--- src/hdl/thp_pkg.sv ---
//------------------------------------------------------------------------------
// Function
// - Host reset aborts command, busy refuses commands
// - Reset clears status, stops engine, leaves diagnostics
// - Select code routes one of four bytes
// - Error bus settles within 150 ns
// - Odd parity, line 7 least significant
// - Data stable 90 ns before strobe
// - Request raised for every moved character
// - Expecting data only for write commands
// - 400 ns pulse per sensed block
// - Free running 2.5 MHz oscillator output
// - 800 ns end pulse after read's last
// - Busy from accepted start until done/reject
// - Id burst line during identification, held on failure
// - Backward reaching start sets id burst, data check
// - Tape mark flag, cleared except clear/sense/no-op
// - Reject code shown in diagnostic aid byte
// - Op incomplete with reject when command started
// - Overrun flag on starved or overflowed buffer
// - Status change on online/offline/ready, cleared
// - Data check on listed error conditions
// - Fixed error bus bit map per byte
// - Request held until acknowledge or stop
//------------------------------------------------------------------------------
package thp_pkg;

  // Timing figures
  localparam int CLK_PERIOD_NS  = 100;
  localparam int BLOCK_PULSE_NS = 400;
  localparam int END_PULSE_NS   = 800;
  localparam int OSC_PERIOD_NS  = 400;
  localparam int DATA_SETUP_NS  = 90;
  localparam int MUX_SETTLE_NS  = 150;
  localparam int CNT_W          = 4;
  localparam int RST_W          = 8;

  localparam logic [CNT_W-1:0] BLOCK_PULSE_CYC =
    CNT_W'((BLOCK_PULSE_NS + CLK_PERIOD_NS - 1) / CLK_PERIOD_NS);
  localparam logic [CNT_W-1:0] END_PULSE_CYC =
    CNT_W'((END_PULSE_NS + CLK_PERIOD_NS - 1) / CLK_PERIOD_NS);
  localparam logic [CNT_W-1:0] SETUP_CYC =
    CNT_W'((DATA_SETUP_NS + CLK_PERIOD_NS - 1) / CLK_PERIOD_NS);
  localparam logic [1:0] OSC_HALF_CYC = 2'(OSC_PERIOD_NS / (2 * CLK_PERIOD_NS));
  localparam int MUX_SETTLE_CYC = MUX_SETTLE_NS / CLK_PERIOD_NS;
  localparam logic [RST_W-1:0] RESET_PROC_DEF = 8'h10;

  // Select codes for the error bus
  localparam logic [2:0] MUX_DEAD  = 3'h0;
  localparam logic [2:0] MUX_RWERR = 3'h1;
  localparam logic [2:0] MUX_DIAG  = 3'h2;
  localparam logic [2:0] MUX_SENSE = 3'h3;

  // Command codes
  typedef enum logic [3:0] {
    CMD_NO_OP = 4'h0, CMD_DRIVE_CLEAR = 4'h1, CMD_DIAG_SET = 4'h2, CMD_SENSE = 4'h3,
    CMD_READ_FWD = 4'h4, CMD_READ_BWD = 4'h5, CMD_WRITE_BLOCK = 4'h6, CMD_LOOP_WR = 4'h7,
    CMD_BACK_FILE = 4'h8, CMD_SPACE_BACK_BLOCK = 4'h9, CMD_FWD_FILE = 4'ha,
    CMD_SPACE_FWD_BLOCK = 4'hb, CMD_WRITE_TM = 4'hc, CMD_ERASE_GAP = 4'hd,
    CMD_REWIND = 4'he, CMD_REWIND_UNLOAD = 4'hf
  } thp_cmd_t;

  typedef enum {XS_IDLE, XS_SETUP, XS_REQ, XS_REL} thp_xst_t;

  typedef struct packed {
    logic       par;
    logic [7:0] val;
  } thp_char_t;

  // Error bus byte layouts, bit 8 first
  typedef struct packed {
    logic crc; logic write_tape_mark_cmd; logic uncorrectable_err; logic partial_record;
    logic multi_track_err; logic unused; logic end_data_err; logic velocity_err;
    logic diag_latch;
  } thp_rw_err_t;

  typedef struct packed {
    logic write_en; logic end_of_tape; logic begin_of_tape; logic unused;
    logic file_protect; logic backward_status; logic high_density; logic ready;
    logic online;
  } thp_sense_t;

  typedef struct packed {
    logic       pulse_a;
    logic [1:0] diag_aid_hi;
    logic [5:0] reject_code;
  } thp_diag_t;

  // One-cycle events from the tape engine
  typedef struct packed {
    logic crc; logic write_tape_mark_cmd; logic uncorrectable_err; logic partial_record;
    logic multi_track_err; logic end_data_err; logic velocity_err; logic bot_backward;
    logic pe_postamble; logic pe_track_err; logic overrun; logic tape_mark;
    logic block; logic id_fail;
  } thp_evt_t;

endpackage : thp_pkg

--- src/hdl/thp_host_port.sv ---
`timescale 1ns/1ps
module thp_host_port
  import thp_pkg::*;
#(
  parameter logic [RST_W-1:0] RESET_PROC_CYCLES = RESET_PROC_DEF
) (
  input  wire logic       CLK_I,
  input  wire logic       SYS_RST_I,
  input  wire logic       HOST_RST_I,
  input  wire logic       START_I,
  input  wire thp_cmd_t   CMD_I,
  input  wire logic [2:0] MUX_SELECT_I,
  input  wire logic       XFER_ACK_I,
  input  wire logic       STOP_I,
  input  wire logic [8:0] DATA_I,
  output logic      [8:0] DATA_O,
  output logic            DATA_OE_O,
  output logic            BUSY_O,
  output logic            XFER_REQUEST_O,
  output logic            EXPECTING_DATA_O,
  output logic            BLOCK_SENSED_O,
  output logic            END_OF_DATA_PULSE_O,
  output logic            OSC_OUT_O,
  output logic            ID_BURST_ACTIVE_O,
  output logic            TAPE_MARK_O,
  output logic            REJECT_O,
  output logic            OP_INCOMPLETE_O,
  output logic            OVERRUN_FLAG_O,
  output logic            STATUS_CHANGE_O,
  output logic            DATA_CHECK_FLAG_O,
  output logic      [8:0] ERROR_BUS_O,
  output logic            ENG_CMD_VALID_O,
  output thp_cmd_t        ENG_CMD_O,
  output logic            ENG_ABORT_O,
  output logic            ENG_STOP_O,
  input  wire logic       ENG_DONE_I,
  input  wire logic       ENG_REJECT_I,
  input  wire logic [5:0] ENG_REJ_CODE_I,
  input  wire logic       ENG_OP_INCOMPLETE_I,
  input  wire thp_evt_t   ENG_EVT_I,
  input  wire logic       ENG_ID_ACTIVE_I,
  input  wire logic       ENG_DIAG_SET_I,
  input  wire logic [1:0] ENG_DIAG_AID_I,
  input  wire logic       ENG_PULSE_A_I,
  input  wire logic [8:0] ENG_DEAD_I,
  input  wire thp_sense_t ENG_SENSE_I,
  input  wire logic       ENG_RD_VALID_I,
  input  wire logic [7:0] ENG_RD_DATA_I,
  input  wire logic       ENG_RD_LAST_I,
  output logic            ENG_RD_READY_O,
  output logic            ENG_WR_VALID_O,
  output logic      [7:0] ENG_WR_DATA_O,
  output logic            ENG_WR_LAST_O,
  input  wire logic       ENG_WR_READY_I
);

  //----------------------------------------------------------------------------
  // Helper functions
  //----------------------------------------------------------------------------

  // Bus line k carries byte bit 7-k
  function automatic logic [7:0] rev8(input logic [7:0] v);
    logic [7:0] r;
    r = '0;
    for (int k = 0; k < 8; k++) begin
      r[k] = v[7-k];
    end
    return r;
  endfunction : rev8

  // Parity bit that makes the nine lines odd
  function automatic logic odd_par(input logic [7:0] v);
    return ~(^v);
  endfunction : odd_par

  function automatic logic is_read_cmd(input thp_cmd_t c);
    return (c == CMD_READ_FWD) || (c == CMD_READ_BWD);
  endfunction : is_read_cmd

  //----------------------------------------------------------------------------
  // State
  //----------------------------------------------------------------------------

  typedef struct packed {
    thp_xst_t               xst;
    logic                   busy;
    logic                   in_reset;
    logic [RST_W-1:0]       rst_cnt;
    logic                   abort;
    thp_cmd_t               cmd;
    logic                   cmd_pulse;
    logic                   stop_pulse;
    logic                   exp_data;
    logic                   wr_done;
    logic                   tape_mark;
    logic                   reject;
    logic                   op_incomplete;
    logic                   overrun;
    logic                   stat_chg;
    logic                   data_check_flag;
    logic                   id_hold;
    logic                   id_out;
    logic                   diag;
    thp_rw_err_t            rw;
    logic [8:0]             dead;
    logic [5:0]             rej_code;
    logic [CNT_W-1:0]       blk_cnt;
    logic                   blk_out;
    logic [CNT_W-1:0]       end_cnt;
    logic                   end_out;
    logic [1:0]             osc_cnt;
    logic                   osc;
    logic                   prev_online;
    logic                   prev_ready;
    thp_char_t [1:0]        fifo;
    logic [1:0]             fifo_last;
    logic                   wp;
    logic                   rp;
    logic [1:0]             cnt;
    logic                   rd_ready;
    logic                   wr_valid;
    thp_char_t              wr_head;
    logic                   wr_last;
    logic                   req;
    logic                   drv;
    thp_char_t              dout;
    logic                   dout_last;
    logic [CNT_W-1:0]       setup_cnt;
    logic [8:0]             err_bus;
  } thp_state_t;

  thp_state_t s_r;
  thp_state_t s_nxt;
  logic       accept;
  logic       push;
  logic       pop;
  thp_char_t  push_c;
  logic       push_last;
  logic       strobe;
  logic       clr_tm;
  logic       clr_sc;
  logic       dchk_set;

  //----------------------------------------------------------------------------
  // Next-state logic
  //----------------------------------------------------------------------------

  always_comb begin
    s_nxt           = s_r;
    s_nxt.cmd_pulse = 1'b0;
    s_nxt.stop_pulse = 1'b0;
    push            = 1'b0;
    pop             = 1'b0;
    push_c          = '0;
    push_last       = 1'b0;
    strobe          = XFER_ACK_I | STOP_I;

    // Command acceptance only while idle
    accept = START_I & ~s_r.busy & ~HOST_RST_I;
    clr_tm = accept & (CMD_I != CMD_DRIVE_CLEAR) & (CMD_I != CMD_SENSE)
                    & (CMD_I != CMD_NO_OP);
    clr_sc = accept & (CMD_I != CMD_SENSE) & (CMD_I != CMD_NO_OP);
    if (accept) begin
      s_nxt.busy      = 1'b1;
      s_nxt.cmd       = CMD_I;
      s_nxt.cmd_pulse = 1'b1;
      s_nxt.exp_data  = (CMD_I == CMD_WRITE_BLOCK) | (CMD_I == CMD_LOOP_WR);
      s_nxt.wr_done   = 1'b0;
      s_nxt.xst       = XS_IDLE;
    end else if (s_r.busy & ~s_r.in_reset & (ENG_DONE_I | ENG_REJECT_I)) begin
      s_nxt.busy = 1'b0;
    end

    // Sticky flags: a same-cycle set wins over the clear at start
    dchk_set = ENG_EVT_I.crc | ENG_EVT_I.write_tape_mark_cmd | ENG_EVT_I.uncorrectable_err
             | ENG_EVT_I.partial_record | ENG_EVT_I.multi_track_err
             | ENG_EVT_I.end_data_err | ENG_EVT_I.velocity_err | ENG_EVT_I.overrun
             | ENG_EVT_I.bot_backward | ENG_EVT_I.pe_postamble
             | ENG_EVT_I.pe_track_err;
    s_nxt.data_check_flag  = (s_r.data_check_flag & ~accept) | dchk_set;
    s_nxt.overrun   = (s_r.overrun & ~accept) | ENG_EVT_I.overrun;
    s_nxt.tape_mark = (s_r.tape_mark & ~clr_tm) | ENG_EVT_I.tape_mark;
    s_nxt.reject    = (s_r.reject & ~accept) | ENG_REJECT_I;
    s_nxt.op_incomplete    = (s_r.op_incomplete & ~accept) | (ENG_REJECT_I & ENG_OP_INCOMPLETE_I);
    s_nxt.id_hold   = (s_r.id_hold & ~accept) | ENG_EVT_I.id_fail
                    | ENG_EVT_I.bot_backward;
    s_nxt.dead      = (s_r.dead & {9{~accept}}) | ENG_DEAD_I;
    s_nxt.rw.crc    = (s_r.rw.crc & ~accept) | ENG_EVT_I.crc;
    s_nxt.rw.write_tape_mark_cmd    = (s_r.rw.write_tape_mark_cmd & ~accept) | ENG_EVT_I.write_tape_mark_cmd;
    s_nxt.rw.uncorrectable_err = (s_r.rw.uncorrectable_err & ~accept)
                               | ENG_EVT_I.uncorrectable_err;
    s_nxt.rw.partial_record    = (s_r.rw.partial_record & ~accept)
                               | ENG_EVT_I.partial_record;
    s_nxt.rw.multi_track_err   = (s_r.rw.multi_track_err & ~accept)
                               | ENG_EVT_I.multi_track_err;
    s_nxt.rw.end_data_err      = (s_r.rw.end_data_err & ~accept) | ENG_EVT_I.end_data_err;
    s_nxt.rw.velocity_err      = (s_r.rw.velocity_err & ~accept) | ENG_EVT_I.velocity_err;
    s_nxt.rw.unused            = 1'b0;
    s_nxt.diag      = s_r.diag | ENG_DIAG_SET_I;
    s_nxt.rw.diag_latch = s_nxt.diag;
    if (ENG_REJECT_I) begin
      s_nxt.rej_code = ENG_REJ_CODE_I;
    end

    // Drive status changes
    s_nxt.prev_online = ENG_SENSE_I.online;
    s_nxt.prev_ready  = ENG_SENSE_I.ready;
    s_nxt.stat_chg = (s_r.stat_chg & ~clr_sc)
                   | (ENG_SENSE_I.online ^ s_r.prev_online)
                   | (ENG_SENSE_I.ready & ~s_r.prev_ready);

    // Block sensed pulse
    if (s_r.blk_cnt != '0) begin
      s_nxt.blk_cnt = s_r.blk_cnt - 1'b1;
    end
    if (ENG_EVT_I.block) begin
      s_nxt.blk_cnt = BLOCK_PULSE_CYC;
    end
    if (s_r.end_cnt != '0) begin
      s_nxt.end_cnt = s_r.end_cnt - 1'b1;
    end

    // Oscillator divider
    if (s_r.osc_cnt == OSC_HALF_CYC - 2'h1) begin
      s_nxt.osc_cnt = '0;
      s_nxt.osc     = ~s_r.osc;
    end else begin
      s_nxt.osc_cnt = s_r.osc_cnt + 2'h1;
    end

    // Character handshake
    case (s_r.xst)
      XS_IDLE: begin
        if (s_r.busy & ~accept & ~s_r.in_reset) begin
          if (s_r.exp_data) begin
            if ((s_r.cnt < 2'h2) & ~s_r.wr_done) begin
              s_nxt.req = 1'b1;
              s_nxt.xst = XS_REQ;
            end
          end else if (s_r.cnt != 2'h0) begin
            pop             = 1'b1;
            s_nxt.dout      = s_r.fifo[s_r.rp];
            s_nxt.dout_last = s_r.fifo_last[s_r.rp];
            s_nxt.drv       = 1'b1;
            s_nxt.setup_cnt = SETUP_CYC;
            s_nxt.xst       = XS_SETUP;
          end
        end
      end
      XS_SETUP: begin
        // Data stands on the bus before the request rises
        if (s_r.setup_cnt <= 4'h1) begin
          s_nxt.req = 1'b1;
          s_nxt.xst = XS_REQ;
        end else begin
          s_nxt.setup_cnt = s_r.setup_cnt - 1'b1;
        end
      end
      XS_REQ: begin
        if (strobe) begin
          s_nxt.req = 1'b0;
          s_nxt.xst = XS_REL;
          if (s_r.exp_data) begin
            push      = 1'b1;
            push_c    = '{par: DATA_I[8], val: rev8(DATA_I[7:0])};
            push_last = STOP_I;
            s_nxt.wr_done = STOP_I;
          end else begin
            s_nxt.stop_pulse = STOP_I;
            if ((s_r.dout_last | STOP_I) & is_read_cmd(s_r.cmd)) begin
              s_nxt.end_cnt = END_PULSE_CYC;
            end
          end
        end
      end
      XS_REL: begin
        s_nxt.drv = 1'b0;
        if (~strobe) begin
          s_nxt.xst = XS_IDLE;
        end
      end
      default: s_nxt.xst = XS_IDLE;
    endcase

    // Read characters enter from the engine
    if (~s_r.exp_data & ENG_RD_VALID_I & s_r.rd_ready) begin
      push      = 1'b1;
      push_c    = '{par: odd_par(ENG_RD_DATA_I), val: ENG_RD_DATA_I};
      push_last = ENG_RD_LAST_I;
    end
    if (s_r.exp_data & s_r.wr_valid & ENG_WR_READY_I) begin
      pop = 1'b1;
    end

    // Two-entry buffer bookkeeping
    if (push) begin
      s_nxt.fifo[s_r.wp]      = push_c;
      s_nxt.fifo_last[s_r.wp] = push_last;
      s_nxt.wp                = ~s_r.wp;
    end
    if (pop) begin
      s_nxt.rp = ~s_r.rp;
    end
    s_nxt.cnt = s_r.cnt + {1'b0, push} - {1'b0, pop};

    // Host reset: abort, clear status, leave diagnostic mode
    if (HOST_RST_I) begin
      s_nxt.busy      = 1'b1;
      s_nxt.in_reset  = 1'b1;
      s_nxt.rst_cnt   = RESET_PROC_CYCLES;
      s_nxt.abort     = 1'b1;
      s_nxt.diag      = 1'b0;
      s_nxt.rw        = '0;
      s_nxt.exp_data  = 1'b0;
      s_nxt.tape_mark = 1'b0;
      s_nxt.reject    = 1'b0;
      s_nxt.op_incomplete    = 1'b0;
      s_nxt.overrun   = 1'b0;
      s_nxt.stat_chg  = 1'b0;
      s_nxt.data_check_flag  = 1'b0;
      s_nxt.id_hold   = 1'b0;
      s_nxt.blk_cnt   = '0;
      s_nxt.end_cnt   = '0;
      s_nxt.xst       = XS_IDLE;
      s_nxt.req       = 1'b0;
      s_nxt.drv       = 1'b0;
      s_nxt.cnt       = '0;
      s_nxt.wp        = 1'b0;
      s_nxt.rp        = 1'b0;
      s_nxt.stop_pulse = 1'b0;
    end else if (s_r.in_reset) begin
      if (s_r.rst_cnt <= 8'h1) begin
        s_nxt.in_reset = 1'b0;
        s_nxt.abort    = 1'b0;
        s_nxt.busy     = 1'b0;
      end else begin
        s_nxt.rst_cnt = s_r.rst_cnt - 1'b1;
      end
    end

    // Registered views for the outputs
    s_nxt.blk_out  = s_nxt.blk_cnt != '0;
    s_nxt.end_out  = s_nxt.end_cnt != '0;
    s_nxt.id_out   = (ENG_ID_ACTIVE_I & ~s_nxt.in_reset) | s_nxt.id_hold;
    s_nxt.rd_ready = ~s_nxt.exp_data & (s_nxt.cnt < 2'h2);
    s_nxt.wr_valid = s_nxt.exp_data & (s_nxt.cnt != 2'h0);
    s_nxt.wr_head  = s_nxt.fifo[s_nxt.rp];
    s_nxt.wr_last  = s_nxt.fifo_last[s_nxt.rp];

    // Error bus routing, settled one clock after a select change
    if (MUX_SELECT_I == MUX_DEAD) begin
      s_nxt.err_bus = s_r.dead;
    end else if (MUX_SELECT_I == MUX_RWERR) begin
      s_nxt.err_bus = s_r.rw;
    end else if (MUX_SELECT_I == MUX_DIAG) begin
      s_nxt.err_bus = thp_diag_t'{pulse_a: ENG_PULSE_A_I, diag_aid_hi: ENG_DIAG_AID_I,
                        reject_code: s_r.rej_code};
    end else if (MUX_SELECT_I == MUX_SENSE) begin
      s_nxt.err_bus = {ENG_SENSE_I[8:6], 1'b0, ENG_SENSE_I[4:0]};
    end else begin
      s_nxt.err_bus = '0;
    end
  end

  //----------------------------------------------------------------------------
  // State register
  //----------------------------------------------------------------------------

  always_ff @(posedge CLK_I) begin
    if (SYS_RST_I) begin
      s_r <= '0;
    end else begin
      s_r <= s_nxt;
    end
  end

  //----------------------------------------------------------------------------
  // Outputs
  //----------------------------------------------------------------------------

  assign DATA_O              = {s_r.dout.par, rev8(s_r.dout.val)};
  assign DATA_OE_O           = s_r.drv;
  assign BUSY_O              = s_r.busy;
  assign XFER_REQUEST_O      = s_r.req;
  assign EXPECTING_DATA_O    = s_r.exp_data;
  assign BLOCK_SENSED_O      = s_r.blk_out;
  assign END_OF_DATA_PULSE_O = s_r.end_out;
  assign OSC_OUT_O           = s_r.osc;
  assign ID_BURST_ACTIVE_O   = s_r.id_out;
  assign TAPE_MARK_O         = s_r.tape_mark;
  assign REJECT_O            = s_r.reject;
  assign OP_INCOMPLETE_O     = s_r.op_incomplete;
  assign OVERRUN_FLAG_O      = s_r.overrun;
  assign STATUS_CHANGE_O     = s_r.stat_chg;
  assign DATA_CHECK_FLAG_O   = s_r.data_check_flag;
  assign ERROR_BUS_O         = s_r.err_bus;
  assign ENG_CMD_VALID_O     = s_r.cmd_pulse;
  assign ENG_CMD_O           = s_r.cmd;
  assign ENG_ABORT_O         = s_r.abort;
  assign ENG_STOP_O          = s_r.stop_pulse;
  assign ENG_RD_READY_O      = s_r.rd_ready;
  assign ENG_WR_VALID_O      = s_r.wr_valid;
  assign ENG_WR_DATA_O       = s_r.wr_head.val;
  assign ENG_WR_LAST_O       = s_r.wr_last;

endmodule : thp_host_port

--- config.mk ---
export PLATFORM = sky130hd
export DESIGN_NAME = thp_host_port
export DESIGN_NICKNAME = d
export VERILOG_FILES = /design/src/hdl/thp_pkg.sv /design/src/hdl/thp_host_port.sv
export SDC_FILE = /design/constraint.sdc
export NUM_CORES = 1
export LEC_CHECK = 0
export ABC_AREA = 1
export BUFFER_PORTS_ARGS = -buffer_cell sky130_fd_sc_hd__buf_2
export CAP_MARGIN = 25
export CELL_PAD_IN_SITES_DETAIL_PLACEMENT = 1
export CELL_PAD_IN_SITES_GLOBAL_PLACEMENT = 1
export CORE_MARGIN = 2
export CORE_UTILIZATION = 33
export CTS_CLUSTER_SIZE = 14
export DETAILED_ROUTE_END_ITERATION = 6
export PLACE_DENSITY = 0.69
export SKIP_LAST_GASP = 1
export SLEW_MARGIN = 5
export SYNTH_ARGS = -nofsm -noshare
export SYNTH_HDL_FRONTEND = slang
export SYNTH_SLANG_ARGS = --single-unit
--- constraint.sdc ---
create_clock -name CLK_I -period 2.6 [get_ports CLK_I]
set_input_delay 0.39 -clock CLK_I [delete_from_list [all_inputs] [get_ports CLK_I]]
set_output_delay 0.39 -clock CLK_I [all_outputs]
set_load 0.05 [all_outputs]
== Word level (Yosys, flattened, before mapping) ==
Index checks and enable logic that the tools add are counted.
Storage, ports and cells
  output and inout port bits: 50
  logic and storage cells: 291
  register bits: 158
Operators by class
  mux-type cells: 81
  reduce and logical (&&, ||, !) cells: 27
  add/sub/neg operators: 7
  $lt $le $gt $ge: 8
  eq/ne operators: 22
  bitwise operators: 89
Operator list (count)
  2-to-1 mux 32 bit: 8
  one-hot mux 32 bit (4 select lines): 1
  2-to-1 mux 9 bit: 11
  == test 32 x 2 -> 1 bit (second input constant): 2
  2-to-1 mux 4 bit: 10
  bitwise AND 1 bit: 36
  == test 32 x 1 -> 1 bit (second input constant): 1
  zero test 32 bit: 1
  2-to-1 mux 1 bit: 32
  OR 1 bit: 32
  2-to-1 mux 15 bit: 2
  2-to-1 mux 8 bit: 3
  2-to-1 mux 11 bit: 2
  2-to-1 mux 21 bit: 1
  nonzero test 4 bit: 5
  bitwise mux 18 bit: 1
  inequality test 2 bit (second input constant): 9
  NOT 1 bit: 18
  == test 4 x 3 -> 1 bit (second input constant): 4
  2-to-1 mux 16 bit: 1
  nonzero test 2 bit: 6
  subtractor 4 x 1 -> 4 bit (second input constant): 3
  bitwise AND 9 bit: 1
  demux 9 bit (select 1 bit): 1
  other kinds (34): 43

== Logic depth before layout (Yosys ltp) ==
  depth after elaboration: 13
  depth in mapped cells: 16
  gate-level depth less buffers: 15

== Worst setup path after synthesis ==
No wires, ideal clock.
  kind: flip-flop to flip-flop
  start: reg s_r, in the netlist EXPECTING_DATA_O
  end: reg s_r, in the netlist ENG_WR_VALID_O
  cell stages (with the launch flop): 14
  library setup time: 0.115 ns
  arrival time: 2.314 ns
  slack: 0.171 ns
  cell sequence: dfxtp_1 > buf_2 > inv_2 > nor2_1 > nand3_2 > nand2_4 > buf_4 > inv_1 > ha_1 > inv_1 > ha_1 > nor2_1 > nor2_1 > o21a_1
On the way
  word-level cells in the longest chain between the ends: 9
  elaborated cells between the ends (all ways): 20
  those cells by class: add/sub (2); mux (11); bitwise (6); reduce/logical (1)
Ends and longest elaborated chain
  from (decl): RTL line thp_host_port.sv:132  | thp_state_t s_r;
  from (signal assigned): RTL line thp_host_port.sv:373  | s_r <= s_nxt;
  2-to-1 mux 1 bit / NOT 1 bit (equally long branches)
  2-to-1 mux 1 bit / bitwise AND 1 bit (equally long branches): RTL line thp_host_port.sv:260, thp_host_port.sv:286
  2-to-1 mux 1 bit / bitwise AND 1 bit (equally long branches): RTL line thp_host_port.sv:232, thp_host_port.sv:286
  2-to-1 mux 1 bit: RTL line thp_host_port.sv:286  | if (~s_r.exp_data & ENG_RD_VALID_I & s_r.rd_ready) begin
  adder 2 x 1 -> 2 bit: RTL line thp_host_port.sv:304  | s_nxt.cnt = s_r.cnt + {1'b0, push} - {1'b0, pop};
  subtractor 2 x 1 -> 2 bit: RTL line thp_host_port.sv:304
  2-to-1 mux 3 bit: RTL line thp_host_port.sv:307  | if (HOST_RST_I) begin
  nonzero test 2 bit: RTL line thp_host_port.sv:346  | s_nxt.wr_valid = s_nxt.exp_data & (s_nxt.cnt != 2'h0);
  bitwise AND 1 bit (*): RTL line thp_host_port.sv:346
Every way passes the cells marked *; elsewhere a longest branch is shown, timed or not.
A chain may end at the register's enable or synchronous reset.

== Worst setup path in the final report ==
  start: reg s_r[129] in the netlist's numbering
  end: reg s_r, in the netlist ENG_WR_VALID_O
On the way
  word-level cells in the longest chain between the ends: 8
  elaborated cells between the ends (all ways): 11
  those cells by class: add/sub (2); eq/ne (1); mux (5); bitwise (1); reduce/logical (2)
Ends and longest elaborated chain
  == test 32 x 2 -> 1 bit: RTL line thp_host_port.sv:232  | case (s_r.xst)
  2-to-1 mux 1 bit: RTL line thp_host_port.sv:232
  2-to-1 mux 1 bit: RTL line thp_host_port.sv:286
  adder 2 x 1 -> 2 bit: RTL line thp_host_port.sv:304
  subtractor 2 x 1 -> 2 bit (*): RTL line thp_host_port.sv:304
  2-to-1 mux 3 bit (*): RTL line thp_host_port.sv:307
  nonzero test 2 bit (*): RTL line thp_host_port.sv:346
  bitwise AND 1 bit (*): RTL line thp_host_port.sv:346
Marks and branches as above.

==> results by group <==
Timing
  • RSZ-0062 raised after global routing: no
  • Period utilisation layout: 0.839
  • Setup-failing EPs final: 0
  • Fin. Hold Viols: 0
  • Max Freq: 459 MHz
  • Clk_skew: 8.15 ps
  • Tmin final: 2180 ps
  • Max-slew headroom: 0.560
  • Hold Slack: 178 ps
  • Worst-Margin Slew: 658 ps
  • Setup_tns: 0 ps
  • Slew Limit Fails: 0

Die
  • Die Span Y: 147 microns
  • Die width: 147 microns
  • Ports: 129
  • Total core area: 20100 sq um
  • Full die area: 21500 sq um
  • Initial Utilization: 0.334
  • Num rows: 52

Global route
  • GRT Util Overall: 0.174
  • Total global routing overflow: 0
  • First-pass GRT wire length: 29700 microns
  • Vias in the first global route: 5965
  • Antenna violations before repair: 0
  • Pin count of the biggest net entering global routing: 31

Critical path
  • Setup Crit Path Kind: flip-flop to flip-flop
  • R2R cell count: 13
  • Worst EP arrival: 2500 ps
  • Worst setup EP type: flip-flop
  • CP startpoint kind: flip-flop
  • Crit path max fanout: 14
  • Crit path required time: 2920 ps

Clocking
  • Post-CTS Setup Bufs: 0
  • H-tree lvl count: 4
  • Sink Count: 157
  • Skew-Pair Late Insertion Delay: 420 ps
  • Clock Path Buffers: 2
  • Root buffer cell: clkbuf_16
  • Num CTS Buffers: 17
  • CTS tree: done
  • Hold-fix buffers at CTS: 0
  • Post-CTS Resized: 0
  • Clock-pin slew on the worst setup and hold paths: 60 ps

Logic synthesis
  • Syn. warnings: 0
  • Asr flop ratio synth: 0
  • Syn_area_per_cell: 7.62 sq um
  • Synthesized flop and latch total: 157
  • Post-synth design cell area: 6710 sq um
  • Cell count after synthesis: 881
  • Number of flops mapped to enable cells by yosys: 0
  • Unique masters post-synth: 47
  • Prevailing post-synth register cell: dfxtp_1
  • Sequential share of the synthesized area: 0.468

Flow run
  • Max-capacitance violation count: 0

Route
  • Pre-antenna DRT Iters: 4
  • Vias post-DR: 5875
  • Detailed-route DRC error count: 0
  • DRT antenna net count: 0
  • Drt wl/cell: 14.1 microns
  • WL final: 18200 microns
  • DRT iter0 DRCs: 257
  • Vias per cell: 4.55

Final layout
  • Fillers: 2525
  • Share of post-route cells with drive strength above 1: 0.207
  • Nets@finish: 1099
  • Area grow syn2layout: 20.2%
  • # diodes: 0

Placement
  • HPWL Detailed: 13400 microns
  • RePlAce Congestion: 0.789
  • Buffers on Ports: 127

Power and ir drop
  • Lkg Pwr: 3.76 nW
  • Power Density: 692 nW/um^2
  • Worst vdd ir: 0.395 mV

Min path
  • HP Class: primary input to flip-flop
  • Hold path depth: 3

Status
  • Status: complete, no violations
## logic make-up after synthesis
logic type	share of synthesized area
AOI/OAI and AO/OA	0.131
xor gates and xnor gates	0.0144
adders and majority gates	0.0168
buffers and inverters	0.112
DFF	0.468
other	0.000559
and+or+nand+nor	0.256
## cell usage after synthesis, types with 7 or more instances
| cell | count | area (sq um) |
|---|---|---|
| nand3_1 | 47 | 235 |
| nand2_1 | 163 | 612 |
| a21oi_1 | 74 | 370 |
| ha_1 | 9 | 113 |
| nand2_2 | 9 | 56.3 |
| a41oi_1 | 8 | 70.1 |
| a31oi_1 | 11 | 68.8 |
| buf_2 | 9 | 45.0 |
| inv_1 | 88 | 330 |
| nor2_1 | 130 | 488 |
| clkbuf_1 | 11 | 41.3 |
| inv_2 | 7 | 26.3 |
| nor3_1 | 10 | 50.1 |
| dfxtp_1 | 157 | 3140 |
| o21ai_0 | 45 | 225 |
| buf_4 | 33 | 248 |
| xnor2_1 | 8 | 70.1 |
## per-layer routing
metal  share of wire  GRT usage  vias up
li1                -          -     3031
met1            0.47      0.216     2739
met2            0.49      0.302       85
met3           0.028     0.0313       20
met4           0.016     0.0665        0
met5               0          0        -
## report_power, final
group | switching (mW) | internal [mW] | leakage (nW) | total [mW]
registers | 0.0555 | 2.52 | 1.29 | 2.58
clock network | 0.992 | 1.39 | 0.267 | 2.39
logic | 0.417 | 0.195 | 2.20 | 0.612
total | 1.46 | 4.11 | 3.76 | 5.58
## registers in the layout (all words and copies together), names as in the netlist, 4 cells and up, named ones only
name / cells
ERROR_BUS_O: 9
ENG_CMD_O: 4
s_r: 105
ENG_WR_DATA_O: 8
DATA_O: 9
## metrics by stage
stage	setup slack (ps)	utilization	area, sq um	cells	power (mW)
final	419	0.401	8060	1292	5.58
after global placement	464	0.374	7510	1262	3.23
after detailed placement	425	0.374	7510	1262	3.25
after floorplan	171	-	6820	910	3.06
after global routing	182	0.401	8060	1292	5.83
after CTS	388	0.401	8060	1292	5.66
## worst max-delay path, cell delays in order, from the launching register on
cell	delay [ps]
dfxtp_1	440
nand2_1	80
nor2_1	110
nand2_1	80
nor2_2	120
nand3_2	100
nand2_4	170
inv_1	90
ha_1	280
inv_1	40
ha_1	180
nor2_1	140
nor2_1	80
o21a_1	180
## final cells by class
class,count,area [sq um],area share
sequential,157,3140,0.390
inverter,98,368,0.0456
multi-input combinational,596,2920,0.362
clock inverter,12,125,0.0155
timing repair buffer,141,741,0.0919
tap,270,338,0.0419
clock buffer,18,429,0.0532
## path summary, 6_finish.rpt
kind,start,end,slack [ps]
max,s_r[129]$_SDFF_PP0_,ENG_WR_VALID_O$_SDFF_PP0_,420
min,ENG_DEAD_I[0],s_r[82]$_SDFF_PP0_,180
max reg2reg,s_r[129]$_SDFF_PP0_,ENG_WR_VALID_O$_SDFF_PP0_,420
min reg2reg,s_r[64]$_SDFF_PP0_,s_r[64]$_SDFF_PP0_,440
## layout by cell type, fill, tap and decap left out, types with 4 or more instances in the layout
cell type and count:
conb_1 30, nor2_2 5, buf_4 14, nor3_1 10
nand3_1 47, nor2_4 5, xnor2_1 8, inv_2 7
nand4_1 4, nor2_1 130, dfxtp_1 157, inv_1 88
a41oi_1 8, o21ai_0 45, nand2_1 163, o211ai_1 5
clkbuf_16 17, buf_2 127, o21ai_2 5, nand2_2 9
a21oi_1 74, a31oi_1 11, clkinv_2 5, ha_1 9
Note: power is estimated with default switching activity, not from simulation.
